File: src/rtl/ppx_pkg.sv
`default_nettype none
package ppx_pkg;
   localparam int DATA_W = 32;
   localparam int ADDR_W = 8;
   // register byte addresses
   localparam logic [7:0] A_P0_OUT = 8'h00;
   localparam logic [7:0] A_P0_CFG = 8'h04;
   localparam logic [7:0] A_PA_OUT = 8'h08;
   localparam logic [7:0] A_PA_DIR = 8'h0C;
   localparam logic [7:0] A_PA_CFG = 8'h10;
   localparam logic [7:0] A_PB_OUT = 8'h14;
   localparam logic [7:0] A_PB_DIR = 8'h18;
   localparam logic [7:0] A_PB_PU = 8'h1C;
   localparam logic [7:0] A_PIN_IN = 8'h20;
   localparam logic [7:0] A_IRQ_MODE = 8'h24;
   localparam logic [7:0] A_IRQ_STAT = 8'h28;
   localparam logic [7:0] A_IRQ_MASK = 8'h2C;
   localparam logic [7:0] A_IRQ_VEC = 8'h30;
   localparam logic [7:0] A_ALT_CFG = 8'h34;
   localparam logic [1:0] RESP_OKAY = 2'h0;
   localparam logic [1:0] RESP_SLVERR = 2'h2;
   // interrupt vectors
   localparam logic [7:0] VEC_A = 8'h03;
   localparam logic [7:0] VEC_B = 8'h0B;
   localparam logic [7:0] VEC_C = 8'h13;
   localparam logic [7:0] VEC_D = 8'h1B;
   localparam logic [7:0] VEC_NONE = 8'h00;
   // sensing modes, 2 bits per input
   localparam logic [1:0] SNS_RISE = 2'h0;
   localparam logic [1:0] SNS_FALL = 2'h1;
   localparam logic [1:0] SNS_HIGH = 2'h2;
   localparam logic [1:0] SNS_LOW = 2'h3;
   localparam logic [1:0] SNS_BOTH = 2'h2;
   // field positions
   localparam int P0_PU_LSB = 8;
   localparam int P0_DIR_LO = 16;
   localparam int P0_DIR_HI = 17;
   localparam int ALT_SER_OUT = 0;
   localparam int ALT_SER_CLK_OUT = 1;
   localparam int ALT_SER_BUS = 2;
   localparam int ALT_PWM = 3;
   localparam int PIN_IRQ = 3;
   typedef enum logic [2:0] {
      BS_IDLE = 3'b001,
      BS_WRESP = 3'b010,
      BS_RRESP = 3'b100
   } ppx_bus_t;
endpackage : ppx_pkg
`default_nettype wire

File: src/rtl/ppx_port_pins.sv
// Summary of operation
// - output format and pull-up chosen per individual pin.
// - first port direction set per nibble, four pins together.
// - second and third port pins each have their own direction bit.
// - first port pull-up on with push-pull output, off with open drain.
// - second and third ports have software pull-ups for either output format.
// - first, second and third port pins each push-pull or open-drain.
// - first port inputs with pull-ups off in reset, selected pull-ups after.
// - second and third ports inputs with pull-ups off during reset.
// - input port keeps its fixed pull-ups during reset.
// - second port shares serial pins; timer pwm drives its top pin.
`default_nettype none
module ppx_port_pins (
   input wire logic core_clk,
   input wire logic reset,
   input wire logic [ppx_pkg::ADDR_W-1:0] s_axi_awaddr,
   input wire logic s_axi_awvalid,
   output logic s_axi_awready,
   input wire logic [ppx_pkg::DATA_W-1:0] s_axi_wdata,
   input wire logic [3:0] s_axi_wstrb,
   input wire logic s_axi_wvalid,
   output logic s_axi_wready,
   output logic [1:0] s_axi_bresp,
   output logic s_axi_bvalid,
   input wire logic s_axi_bready,
   input wire logic [ppx_pkg::ADDR_W-1:0] s_axi_araddr,
   input wire logic s_axi_arvalid,
   output logic s_axi_arready,
   output logic [ppx_pkg::DATA_W-1:0] s_axi_rdata,
   output logic [1:0] s_axi_rresp,
   output logic s_axi_rvalid,
   input wire logic s_axi_rready,
   input wire logic [7:0] nibble_dir_port_pins_i,
   output logic [7:0] nibble_dir_port_pins_o,
   output logic [7:0] nibble_dir_port_pins_oe,
   output logic [7:0] nibble_dir_port_pins_pu,
   input wire logic [7:0] bitwise_port_a_pins_i,
   output logic [7:0] bitwise_port_a_pins_o,
   output logic [7:0] bitwise_port_a_pins_oe,
   output logic [7:0] bitwise_port_a_pins_pu,
   input wire logic [5:0] bitwise_port_b_pins_i,
   output logic [5:0] bitwise_port_b_pins_o,
   output logic [5:0] bitwise_port_b_pins_oe,
   output logic [5:0] bitwise_port_b_pins_pu,
   input wire logic input_port_pin_zero,
   input wire logic [2:0] input_port_upper_pins,
   input wire logic [3:0] input_port_pu_option,
   output logic [3:0] input_port_pu,
   input wire logic serial_channel_zero_dout,
   input wire logic serial_channel_zero_clk_out,
   output logic serial_channel_zero_din,
   output logic serial_channel_zero_clk_in,
   input wire logic timer1_pwm,
   input wire logic [3:0] irq_ack,
   output logic ext_irq_pending,
   output logic [7:0] irq_vector,
   output logic irq
);
   import ppx_pkg::*;

   // registers
   logic [7:0] p0_out_q, pa_out_q, pa_dir_q, pa_od_q;
   logic [5:0] pb_out_q, pb_dir_q, pb_od_q, pb_pu_q;
   logic [7:0] p0_od_q, p0_pu_q, pa_pu_q;
   logic [1:0] p0_dir_q;
   logic [7:0] irq_mode_q;
   logic [3:0] irq_mask_q, irq_stat_q, irq_stat_d;
   logic [3:0] alt_q;
   logic [3:0] irq_in_q;

   // bus slave
   ppx_bus_t bs_q;
   logic [7:0] awaddr_q;
   logic [31:0] wdata_q;
   logic [3:0] wstrb_q;
   logic aw_have_q, w_have_q;
   logic [1:0] bresp_q, rresp_q;
   logic [31:0] rdata_q;

   wire aw_take = s_axi_awvalid && s_axi_awready;
   wire w_take = s_axi_wvalid && s_axi_wready;
   wire [7:0] wr_addr = aw_have_q ? awaddr_q : s_axi_awaddr;
   wire [31:0] wr_data = w_have_q ? wdata_q : s_axi_wdata;
   // strobes travel with the data beat, which may land before the address does
   wire [3:0] wr_strb = w_have_q ? wstrb_q : s_axi_wstrb;
   wire wr_fire = (bs_q == BS_IDLE) && (aw_have_q || aw_take) && (w_have_q || w_take);
   wire rd_fire = (bs_q == BS_IDLE) && !wr_fire && !aw_have_q && !w_have_q && s_axi_arvalid;
   wire wr_en = wr_fire && wr_strb[0];
   wire wr_en_mid = wr_fire && wr_strb[1];
   wire wr_en_hi = wr_fire && wr_strb[2];

   assign s_axi_awready = (bs_q == BS_IDLE) && !aw_have_q;
   assign s_axi_wready = (bs_q == BS_IDLE) && !w_have_q;
   assign s_axi_arready = rd_fire;
   assign s_axi_bvalid = (bs_q == BS_WRESP);
   assign s_axi_bresp = bresp_q;
   assign s_axi_rvalid = (bs_q == BS_RRESP);
   assign s_axi_rresp = rresp_q;
   assign s_axi_rdata = rdata_q;

   wire wr_known = (wr_addr <= A_ALT_CFG) && (wr_addr[1:0] == 2'h0)
                   && (wr_addr != A_PIN_IN) && (wr_addr != A_IRQ_VEC) && (wr_addr != A_IRQ_STAT);

   // pin inputs and interrupt sources
   wire [3:0] irq_src = {input_port_upper_pins, input_port_pin_zero};
   wire [31:0] pin_in_w = {4'h0, irq_src, 2'h0, bitwise_port_b_pins_i, bitwise_port_a_pins_i,
                           nibble_dir_port_pins_i};

   // sensing: a,b support level, c,d use code 2 as both edges
   logic [3:0] hit_raw;
   logic irq_armed_q;
   always_comb begin
      for (int i = 0; i < 4; i++) begin
         unique case (irq_mode_q[2*i +: 2])
            SNS_RISE: hit_raw[i] = irq_src[i] && !irq_in_q[i];
            SNS_FALL: hit_raw[i] = !irq_src[i] && irq_in_q[i];
            SNS_HIGH: hit_raw[i] = (i < 2) ? irq_src[i] : (irq_src[i] != irq_in_q[i]);
            SNS_LOW: hit_raw[i] = (i < 2) ? !irq_src[i] : 1'b0;
         endcase
      end
   end
   // history flops clear to zero, so an idle-high pin would look like an edge right after reset;
   // sensing waits one cycle until the history holds the real pin levels
   wire [3:0] hit = hit_raw & {4{irq_armed_q}};

   wire rd_stat = rd_fire && (s_axi_araddr == A_IRQ_STAT);
   // set wins over clear from read or ack
   assign irq_stat_d = hit | (irq_stat_q & ~irq_ack & ~{4{rd_stat}});
   assign irq = |(irq_stat_q & irq_mask_q);
   assign ext_irq_pending = |irq_stat_q;

   logic [7:0] vec_d;
   always_comb begin
      vec_d = VEC_NONE;
      if (irq_stat_q[3] && irq_mask_q[3]) vec_d = VEC_D;
      if (irq_stat_q[2] && irq_mask_q[2]) vec_d = VEC_C;
      if (irq_stat_q[1] && irq_mask_q[1]) vec_d = VEC_B;
      if (irq_stat_q[0] && irq_mask_q[0]) vec_d = VEC_A;
   end

   logic [31:0] rd_mux;
   always_comb begin
      rd_mux = 32'h0;
      unique case (s_axi_araddr)
         A_P0_OUT: rd_mux = {24'h0, p0_out_q};
         A_P0_CFG: rd_mux = {14'h0, p0_dir_q, p0_pu_q, p0_od_q};
         A_PA_OUT: rd_mux = {24'h0, pa_out_q};
         A_PA_DIR: rd_mux = {24'h0, pa_dir_q};
         A_PA_CFG: rd_mux = {16'h0, pa_pu_q, pa_od_q};
         A_PB_OUT: rd_mux = {26'h0, pb_out_q};
         A_PB_DIR: rd_mux = {26'h0, pb_dir_q};
         A_PB_PU: rd_mux = {16'h0, 2'h0, pb_pu_q, 2'h0, pb_od_q};
         A_PIN_IN: rd_mux = pin_in_w;
         A_IRQ_MODE: rd_mux = {24'h0, irq_mode_q};
         A_IRQ_STAT: rd_mux = {28'h0, irq_stat_q};
         A_IRQ_MASK: rd_mux = {28'h0, irq_mask_q};
         A_IRQ_VEC: rd_mux = {24'h0, vec_d};
         A_ALT_CFG: rd_mux = {28'h0, alt_q};
         default: rd_mux = 32'h0;
      endcase
   end
   wire rd_known = (s_axi_araddr <= A_ALT_CFG) && (s_axi_araddr[1:0] == 2'h0);

   always_ff @(posedge core_clk or posedge reset) begin
      if (reset) begin
         bs_q <= BS_IDLE;
         aw_have_q <= 1'b0;
         w_have_q <= 1'b0;
         awaddr_q <= 8'h00;
         wdata_q <= 32'h0;
         wstrb_q <= 4'h0;
         bresp_q <= RESP_OKAY;
         rresp_q <= RESP_OKAY;
         rdata_q <= 32'h0;
      end else begin
         unique case (bs_q)
            BS_IDLE: begin
               if (aw_take && !wr_fire) aw_have_q <= 1'b1;
               if (aw_take) awaddr_q <= s_axi_awaddr;
               if (w_take && !wr_fire) w_have_q <= 1'b1;
               if (w_take) wdata_q <= s_axi_wdata;
               if (w_take) wstrb_q <= s_axi_wstrb;
               if (wr_fire) begin
                  aw_have_q <= 1'b0;
                  w_have_q <= 1'b0;
                  bresp_q <= wr_known ? RESP_OKAY : RESP_SLVERR;
                  bs_q <= BS_WRESP;
               end else if (rd_fire) begin
                  rdata_q <= rd_mux;
                  rresp_q <= rd_known ? RESP_OKAY : RESP_SLVERR;
                  bs_q <= BS_RRESP;
               end
            end
            BS_WRESP: if (s_axi_bready) bs_q <= BS_IDLE;
            BS_RRESP: if (s_axi_rready) bs_q <= BS_IDLE;
         endcase
      end
   end

   // register file; all ports come out of reset as inputs, switchable pull-ups off
   always_ff @(posedge core_clk or posedge reset) begin
      if (reset) begin
         p0_out_q <= 8'h00;
         p0_od_q <= 8'h00;
         p0_pu_q <= 8'h00;
         p0_dir_q <= 2'h0;
         pa_out_q <= 8'h00;
         pa_dir_q <= 8'h00;
         pa_od_q <= 8'h00;
         pa_pu_q <= 8'h00;
         pb_out_q <= 6'h00;
         pb_dir_q <= 6'h00;
         pb_od_q <= 6'h00;
         pb_pu_q <= 6'h00;
         irq_mode_q <= 8'h00;
         irq_mask_q <= 4'h0;
         alt_q <= 4'h0;
      end else if (wr_fire) begin
         unique case (wr_addr)
            A_P0_OUT: if (wr_en) p0_out_q <= wr_data[7:0];
            A_P0_CFG: begin
               if (wr_en) p0_od_q <= wr_data[7:0];
               if (wr_en_mid) p0_pu_q <= wr_data[P0_PU_LSB +: 8];
               if (wr_en_hi) p0_dir_q <= wr_data[P0_DIR_HI:P0_DIR_LO];
            end
            A_PA_OUT: if (wr_en) pa_out_q <= wr_data[7:0];
            A_PA_DIR: if (wr_en) pa_dir_q <= wr_data[7:0];
            A_PA_CFG: begin
               if (wr_en) pa_od_q <= wr_data[7:0];
               if (wr_en_mid) pa_pu_q <= wr_data[15:8];
            end
            A_PB_OUT: if (wr_en) pb_out_q <= wr_data[5:0];
            A_PB_DIR: if (wr_en) pb_dir_q <= wr_data[5:0];
            A_PB_PU: begin
               if (wr_en) pb_od_q <= wr_data[5:0];
               if (wr_en_mid) pb_pu_q <= wr_data[13:8];
            end
            A_IRQ_MODE: if (wr_en) irq_mode_q <= wr_data[7:0];
            A_IRQ_MASK: if (wr_en) irq_mask_q <= wr_data[3:0];
            A_ALT_CFG: if (wr_en) alt_q <= wr_data[3:0];
            default: ;
         endcase
      end
   end

   always_ff @(posedge core_clk or posedge reset) begin
      if (reset) begin
         irq_stat_q <= 4'h0;
         irq_in_q <= 4'h0;
         irq_armed_q <= 1'b0;
         irq_vector <= VEC_NONE;
      end else begin
         irq_stat_q <= irq_stat_d;
         irq_in_q <= irq_src;
         irq_armed_q <= 1'b1;
         irq_vector <= vec_d;
      end
   end

   // pin drivers; open drain drives low only
   wire [7:0] p0_dir_w = {{4{p0_dir_q[1]}}, {4{p0_dir_q[0]}}};
   wire [7:0] p0_val = p0_out_q;
   assign nibble_dir_port_pins_o = p0_val & ~p0_od_q;
   assign nibble_dir_port_pins_oe = p0_dir_w & (~p0_od_q | ~p0_val);
   // pull-up only on push-pull pins, off in reset since regs are clear
   assign nibble_dir_port_pins_pu = p0_pu_q & ~p0_od_q;

   // alternate functions: serial out on pin0 (pin1 in bus mode, pin0 then high), clock on pin2, pwm on pin7
   logic [7:0] pa_val, pa_dir_eff;
   always_comb begin
      pa_val = pa_out_q;
      pa_dir_eff = pa_dir_q;
      if (alt_q[ALT_SER_OUT]) begin
         pa_val[0] = serial_channel_zero_dout;
         pa_dir_eff[0] = 1'b1;
      end
      if (alt_q[ALT_SER_BUS]) begin
         pa_val[1] = serial_channel_zero_dout;
         pa_dir_eff[1] = 1'b1;
         pa_val[0] = 1'b1;
      end
      if (alt_q[ALT_SER_CLK_OUT]) begin
         pa_val[2] = serial_channel_zero_clk_out;
         pa_dir_eff[2] = 1'b1;
      end
      if (alt_q[ALT_PWM]) begin
         pa_val[7] = timer1_pwm;
         pa_dir_eff[7] = 1'b1;
      end
   end
   assign serial_channel_zero_din = bitwise_port_a_pins_i[1];
   assign serial_channel_zero_clk_in = bitwise_port_a_pins_i[2];
   assign bitwise_port_a_pins_o = pa_val & ~pa_od_q;
   assign bitwise_port_a_pins_oe = pa_dir_eff & (~pa_od_q | ~pa_val);
   assign bitwise_port_a_pins_pu = pa_pu_q;
   assign bitwise_port_b_pins_o = pb_out_q & ~pb_od_q;
   assign bitwise_port_b_pins_oe = pb_dir_q & (~pb_od_q | ~pb_out_q);
   assign bitwise_port_b_pins_pu = pb_pu_q;
   // fixed option pull-ups, not gated by reset
   assign input_port_pu = input_port_pu_option;
endmodule : ppx_port_pins
`default_nettype wire

File: config.mk
export PLATFORM = sky130hd
export DESIGN_NAME = ppx_port_pins
export DESIGN_NICKNAME = d
export VERILOG_FILES = /design/src/rtl/ppx_pkg.sv /design/src/rtl/ppx_port_pins.sv
export SDC_FILE = /design/constraint.sdc
export NUM_CORES = 1
export LEC_CHECK = 0
export BUFFER_PORTS_ARGS = -buffer_cell sky130_fd_sc_hd__buf_2
export CAP_MARGIN = 20
export CORE_ASPECT_RATIO = 2
export CORE_UTILIZATION = 54
export DETAILED_ROUTE_END_ITERATION = 16
export PLACE_DENSITY = 0.91
export REMOVE_ABC_BUFFERS = 1
export SETUP_SLACK_MARGIN = 0.5
export SYNTH_ARGS = -nofsm -noshare
export SYNTH_HDL_FRONTEND = slang
export SYNTH_SLANG_ARGS = --single-unit
File: constraint.sdc
create_clock -name core_clk -period 7.1 [get_ports core_clk]
set_input_delay 1.065 -clock core_clk [delete_from_list [all_inputs] [get_ports core_clk]]
set_output_delay 1.065 -clock core_clk [all_outputs]
set_load 0.03 [all_outputs]
==> results.sh, run 1 <==
export IMPL_status="complete, no violations"
export IMPL_power_leakage_nw=5.23
export IMPL_synth_seq_cells=172
export IMPL_grt_pass1_wl_um=39300
export IMPL_holdWs_ns=0.472
export IMPL_yosys_area_top_type="dfrtp_1"
export IMPL_rsz0062_at_grt="false"
export IMPL_finalMaxSlewViolations=0
export IMPL_dieArea_um2=16800
export IMPL_ctsResizeCount=0
export IMPL_worst_slew_pin_slew_ns=1.09
export IMPL_die_w_um=92.2
export IMPL_antenna_found_initial=1
export IMPL_netlist_area_um2=8790
export IMPL_grt_max_degree=111
export IMPL_syn_inst=749
export IMPL_overflow=0
export IMPL_ioPinCount=219
export IMPL_ant_nets=0
export IMPL_cp_end_kind="output pin"
export IMPL_power_density_nw_per_um2=265
export IMPL_critPathBufInv=3
export IMPL_preCtsSetupSlack_ns=3.62
export IMPL_wl_um=25800
export IMPL_yosysSeqAreaShare_pct=49.0
export IMPL_cp_slowest_stage_delay_ns=0.61
export IMPL_hold_class="reg -> reg"
export IMPL_cp_startpoint="aw_have_q"
export IMPL_cts_max_level=4
export IMPL_worst_setup_path_start_kind="register"
export IMPL_clock_root_buffer="clkbuf_16"
export IMPL_ir_drop_mv=0.234
export IMPL_max_slew_margin_pct=26.2
export IMPL_initial_core_util_pct=55.4
export IMPL_yosys_area_top_type_share_pct=48.7
export IMPL_die_y_um=182
export IMPL_final_setup_tns_ns=0
export IMPL_synth_edf_count=0
export IMPL_drive_above_1_share_pct=43.1
export IMPL_critPathMaxFanout=30
export IMPL_core_rowCount=65
export IMPL_cp_arrival_ns=2.23
export IMPL_synthArstFlopShare_pct=100
export IMPL_synth_cell_type_count=63
export IMPL_crit_chain="nor3b_1, nand3_1, buf_4, inv_1, buf_2"
export IMPL_setup_viol=0
export IMPL_cts_sinks=172
export IMPL_cts_reportedPaths_clkPinSlew_ns=0.07
export IMPL_hold_viol_final=0
export IMPL_clk_latency_ns=0.44
export IMPL_yosysWarnings=0
export IMPL_clock_skew_ns=0.00877
export IMPL_port_buffers=183
export IMPL_cts_tree="built"
export IMPL_fin_crit_ns=3.30
export IMPL_cts_buffer_depth=2
export IMPL_fmax_mhz=303
export IMPL_criticalPathCategory="reg -> out"
export IMPL_firstDrtPassIters=7
export IMPL_setup_slack_ns=3.80
export IMPL_critPathSlowestCell="dfrtp_1"
export IMPL_core_um2=15900
export IMPL_viasPerCell=6.26
export IMPL_crit_family="flip-flops"
export IMPL_area_delta_synth_final_pct=18.5
export IMPL_reg2reg_from="aw_have_q"
export IMPL_avgRoutedWirePerCell_um=22.7
export IMPL_synth_top_flop_cell="dfrtp_1"
export IMPL_postCtsSetupBuffers=0
export IMPL_hold_start="s_axi_rdata[2]"
export IMPL_nets=1020
export IMPL_grt_pass1_vias=7175
export IMPL_finalCritPeriodShare_pct=46.5
export IMPL_drc_errors=0
export IMPL_ys_top_cells_by_area="dfrtp_1 (49%), mux2_2 (20%), a22o_1 (2.4%)"
export IMPL_crit_required_ns=6.03
export IMPL_avgSynthCellArea_um2=11.7
export IMPL_dp_hpwl_um=18800
export IMPL_hold_buffers=0
export IMPL_gp_congestion=0.975
export IMPL_cts_buffers=17
export IMPL_cap_viol_max_count=0
export IMPL_drt_iter0_drc=495
export IMPL_grtUsageTotal_pct=31.8
export IMPL_dr_total_vias=7102
cells by family (layout without fill, tap and decap cells):
family	after synthesis	after routing	synth area share, %
muxes	179	179	23.3
and+or+nand+nor	173	173	10.6
DFF	172	172	49.0
AOI/OAI and AO/OA	152	152	12.7
buffers and inverters	67	240	3.72
adders and majority gates	4	4	0.570
other	2	14	0.0855
routing by layer:
metal | GRT usage (%) | vias up | share of wire [%]
li1 | - | 3097 | -
met1 | 32.6 | 3523 | 33
met2 | 56.2 | 381 | 53
met3 | 7.12 | 101 | 6.5
met4 | 22.0 | 0 | 6.5
met5 | 0 | - | 0
per-stage QoR:
step | area, um2 | power, W | std cells | utilization (%)
floorplan | 8570 | 0.00160 | 711 | -
global placement | 9800 | 0.00179 | 1101 | 61.8
detailed placement | 9800 | 0.00181 | 1101 | 61.8
CTS | 10400 | 0.00276 | 1133 | 65.6
global route | 10400 | 0.00286 | 1135 | 65.7
finish | 10400 | 0.00276 | 1135 | 65.7
power breakdown:
| part | switching (W) | internal (W) | total [W] |
|---|---|---|---|
| clock network | 0.000399 | 0.000551 | 0.000950 |
| logic | 0.000360 | 0.000250 | 0.000610 |
| registers | 0.000102 | 0.00110 | 0.00120 |
| total | 0.000861 | 0.00190 | 0.00276 |
worst reg2reg max path: stages (launching register included):
cell,delay (ns)
dfrtp_1,0.74
or3b_2,0.57
a211oi_1,0.56
nand4_1,0.25
nor2_2,0.52
mux2_2,0.41
Yosys cell counts, types with 4 or more instances:
| cell | n |
|---|---|
| dfrtp_1 | 171 |
| mux2_2 | 154 |
| nand2_1 | 42 |
| nor2_1 | 35 |
| nor2b_1 | 29 |
| o21ai_0 | 25 |
| a22o_1 | 24 |
| a22oi_1 | 23 |
| clkbuf_1 | 23 |
| mux2i_1 | 20 |
| a21boi_0 | 19 |
| buf_4 | 19 |
| a21oi_1 | 18 |
| inv_1 | 18 |
| nand3_1 | 10 |
| a31oi_1 | 6 |
| nand3b_1 | 6 |
| nor3_1 | 6 |
| a32o_1 | 5 |
| mux4_2 | 5 |
| nand4_1 | 5 |
| buf_1 | 4 |
| ha_1 | 4 |
| nor3b_1 | 4 |
| o32ai_1 | 4 |
| or3b_2 | 4 |
| or4_1 | 4 |
final cells by class:
cell class / instances / area [um2]
Tap cell: 201 / 251
Antenna cell: 1 / 2.50
Inverter: 18 / 72.6
Clock buffer: 21 / 470
Timing Repair Buffer: 190 / 968
Multi-Input combinational cell: 521 / 4210
Fill cell: 1215 / 5450
Clock inverter: 11 / 133
Sequential cell: 172 / 4310
worst paths after layout:
path                                             endpoint  slack [ns]  cells after the start
max in group asynchronous                 s_axi_rdata[17]        4.89                      3
worst max register to register  bitwise_port_a_pins_pu[2]        3.94                      5
worst min register to register             s_axi_rdata[2]        0.47                      1
worst max-delay path                        s_axi_arready        3.80                      5
worst min-delay path                       s_axi_rdata[2]        0.47                      1
min in group asynchronous                     awaddr_q[0]        0.83                      2
cells in the final DEF, fill, tap and decap left out, types with 5 or more instances in the layout:
cell type,Yosys,final
nand4_1,5,5
a31oi_1,6,6
conb_1,2,13
inv_1,18,17
a22o_1,24,24
a22oi_1,23,23
clkbuf_16,0,17
mux2_2,154,154
buf_4,19,7
nand3b_1,6,6
a21oi_1,18,18
nand3_1,10,10
mux4_2,5,5
a21boi_0,19,19
mux2i_1,20,20
o21ai_0,25,25
nor2_1,35,34
inv_6,0,5
nand2_1,42,42
dfrtp_1,171,171
a32o_1,5,5
buf_2,3,183
nor3_1,6,6
nor2b_1,29,29
state kept, by name, indices dropped and copies added (netlist names), 2 cells and up:
register                count
s_axi_rdata                26
wdata_q                    18
awaddr_q                    8
bitwise_port_a_pins_pu      8
irq_mode_q                  8
p0_od_q                     8
p0_out_q                    8
p0_pu_q                     8
pa_dir_q                    8
pa_od_q                     8
pa_out_q                    8
bitwise_port_b_pins_pu      6
pb_dir_q                    6
pb_od_q                     6
pb_out_q                    6
alt_q                       4
irq_in_q                    4
irq_mask_q                  4
irq_stat_q                  4
bs_q                        3
irq_vector                  3
wstrb_q                     3
p0_dir_q                    2
No activity file was read; power rests on OpenSTA's default activity.
==> run 2: changes to the inputs <==
==> constraint.sdc (replaced) <==
create_clock -name core_clk -period 3.4 [get_ports core_clk]
set_input_delay 0.51 -clock core_clk [delete_from_list [all_inputs] [get_ports core_clk]]
set_output_delay 0.51 -clock core_clk [all_outputs]
set_load 0.03 [all_outputs]
==> run 2 against run 1 <==
Net effect: die area unchanged; hold slack got worse by 0.31 ns; routed wire length grew 3.7%; sequential share of layout area down 0.48 points; first-iteration DRC count rose by 11%; final cell count increased by 1.4%; non-clock buffer count rose by 16; power grew 110%.
==> results.sh, run 2 (synthesized netlist as in run 1, its figures left out) <==
export IMPL_power_total_w=0.00574
export IMPL_port_buffers=183
export IMPL_hold_class="in -> async"
export IMPL_power_switching_w=0.00193
export IMPL_die_y_um=182
export IMPL_ioPinCount=219
export IMPL_nets=1036
export IMPL_power_density_nw_per_um2=545
export IMPL_final_setup_tns_ns=0
export IMPL_dp_hpwl_um=19600
export IMPL_worst_slew_pin_slew_ns=0.965
export IMPL_cp_end_kind="output pin"
export IMPL_reg2regPathDepth=6
export IMPL_cp_arrival_ns=2.23
export IMPL_cp_startpoint="bs_q[0]"
export IMPL_criticalPathCategory="reg -> out"
export IMPL_fin_crit_ns=2.74
export IMPL_dr_total_vias=7234
export IMPL_hold_buffers=0
export IMPL_finalCritPeriodShare_pct=80.5
export IMPL_rsz0062_at_grt="false"
export IMPL_multi_input_area_um2=4220
export IMPL_seqPwrFrac_pct=43.4
export IMPL_area_delta_synth_final_pct=19.9
export IMPL_largest_register_ffs=26
export IMPL_grt_pass1_vias=7490
export IMPL_p_int_w=0.00381
export IMPL_ant_nets=0
export IMPL_ir_drop_mv=0.539
export IMPL_drive_above_1_share_pct=44.5
export IMPL_sw_frac_of_total_pct=33.6
export IMPL_core_rowCount=65
export IMPL_holdWs_ns=0.160
export IMPL_firstDrtPassIters=5
export IMPL_grt_max_degree=74
export IMPL_clk_latency_ns=0.44
export IMPL_worst_setup_path_start_kind="register"
export IMPL_cts_max_level=4
export IMPL_avgRoutedWirePerCell_um=23.2
export IMPL_cap_viol_max_count=0
export IMPL_grtUsageTotal_pct=32.6
export IMPL_layout_common_cells="buf_2 (183), dfrtp_1 (171), mux2_2 (154)"
export IMPL_fillers=1188
export IMPL_clock_root_buffer="clkbuf_16"
export IMPL_fmax_mhz=365
export IMPL_cts_reportedPaths_clkPinSlew_ns=0.07
export IMPL_gp_congestion=0.982
export IMPL_cts_buffers=17
export IMPL_reg2reg_from="aw_have_q"
export IMPL_regArea_um2=4310
export IMPL_viasPerCell=6.28
export IMPL_cts_buffer_depth=2
export IMPL_drt_iter0_drc=547
export IMPL_initial_core_util_pct=55.4
export IMPL_power_frac_comb_pct=23.4
export IMPL_finalMaxSlewViolations=0
export IMPL_p_clk_share_pct=33.2
export IMPL_final_common_cell="buf_2"
export IMPL_dpl_instance_area_um2=9940
export IMPL_antenna_found_initial=1
export IMPL_drc_errors=0
export IMPL_power_leakage_nw=5.30
export IMPL_finalInstanceArea_um2=10500
export IMPL_clock_skew_ns=0.0120
export IMPL_dieArea_um2=16800
export IMPL_cts_tree="built"
export IMPL_crit_required_ns=2.89
export IMPL_hold_viol_final=0
export IMPL_final_util_pct=66.4
export IMPL_setup_viol=0
export IMPL_status="complete, no violations"
export IMPL_core_um2=15900
export IMPL_overflow=0
export IMPL_cts_sinks=172
export IMPL_postCtsSetupBuffers=0
export IMPL_die_w_um=92.2
export IMPL_wl_um=26700
export IMPL_grt_pass1_wl_um=40600
export IMPL_critPathMaxFanout=21
export IMPL_max_slew_margin_pct=34.8
==> run 2: power groups by stage <==
stage	clock network, W	registers [W]	logic, W
final	0.00190	0.00249	0.00135
after global routing	0.00199	0.00252	0.00143
after CTS	0.00192	0.00248	0.00134
after detailed placement	0	0.00251	0.00132
after global placement	0	0.00249	0.00128
after floorplan	0	0.00253	0.000822
==> run 2: through the flow <==
| stage | worst slack (ns) | instances |
|---|---|---|
| floorplan | -1.77 | 711 |
| global placement | 0.729 | 1118 |
| detailed placement | 0.670 | 1118 |
| CTS | 0.616 | 1150 |
| global route | 0.603 | 1151 |
| finish | 0.663 | 1151 |
==> run 2: worst paths after layout <==
check,end,slack [ns]
worst max-delay path,s_axi_arready,0.66
worst min-delay path,awaddr_q[1],0.16
worst max register to register,bitwise_port_a_pins_pu[5],0.69
worst min register to register,s_axi_rdata[16],0.50
max in group asynchronous,s_axi_rdata[17],2.35
min in group core_clk,irq_in_q[1],0.23
==> run 2: worst max-delay path: stages (launching register included) <==
cell	delay [ns]
dfstp_2	0.58
nor3b_2	0.31
nand3_1	0.28
buf_4	0.31
inv_1	0.10
buf_2	0.19
==> run 2: layout make-up <==
class / count / area share [%]
antenna: 1 / 0.0238
clock buffer: 17 / 4.04
clock inverter: 15 / 1.47
inverter: 18 / 0.689
multi-input combinational: 521 / 40.1
sequential: 172 / 40.9
tap: 201 / 2.39
timing repair buffer: 206 / 10.5
==> run 2: timing repair <==
item,CTS,global route
endpoints found under the setup margin,1,3
resized for setup,1,2
pin swaps,0,0
==> run 2: routing by layer <==
layer  GRT usage (%)  share of wire [%]
met5               0                  0
met4            23.3                6.6
met2            58.5                 54
met1            33.7                 33
met3            5.54                6.1
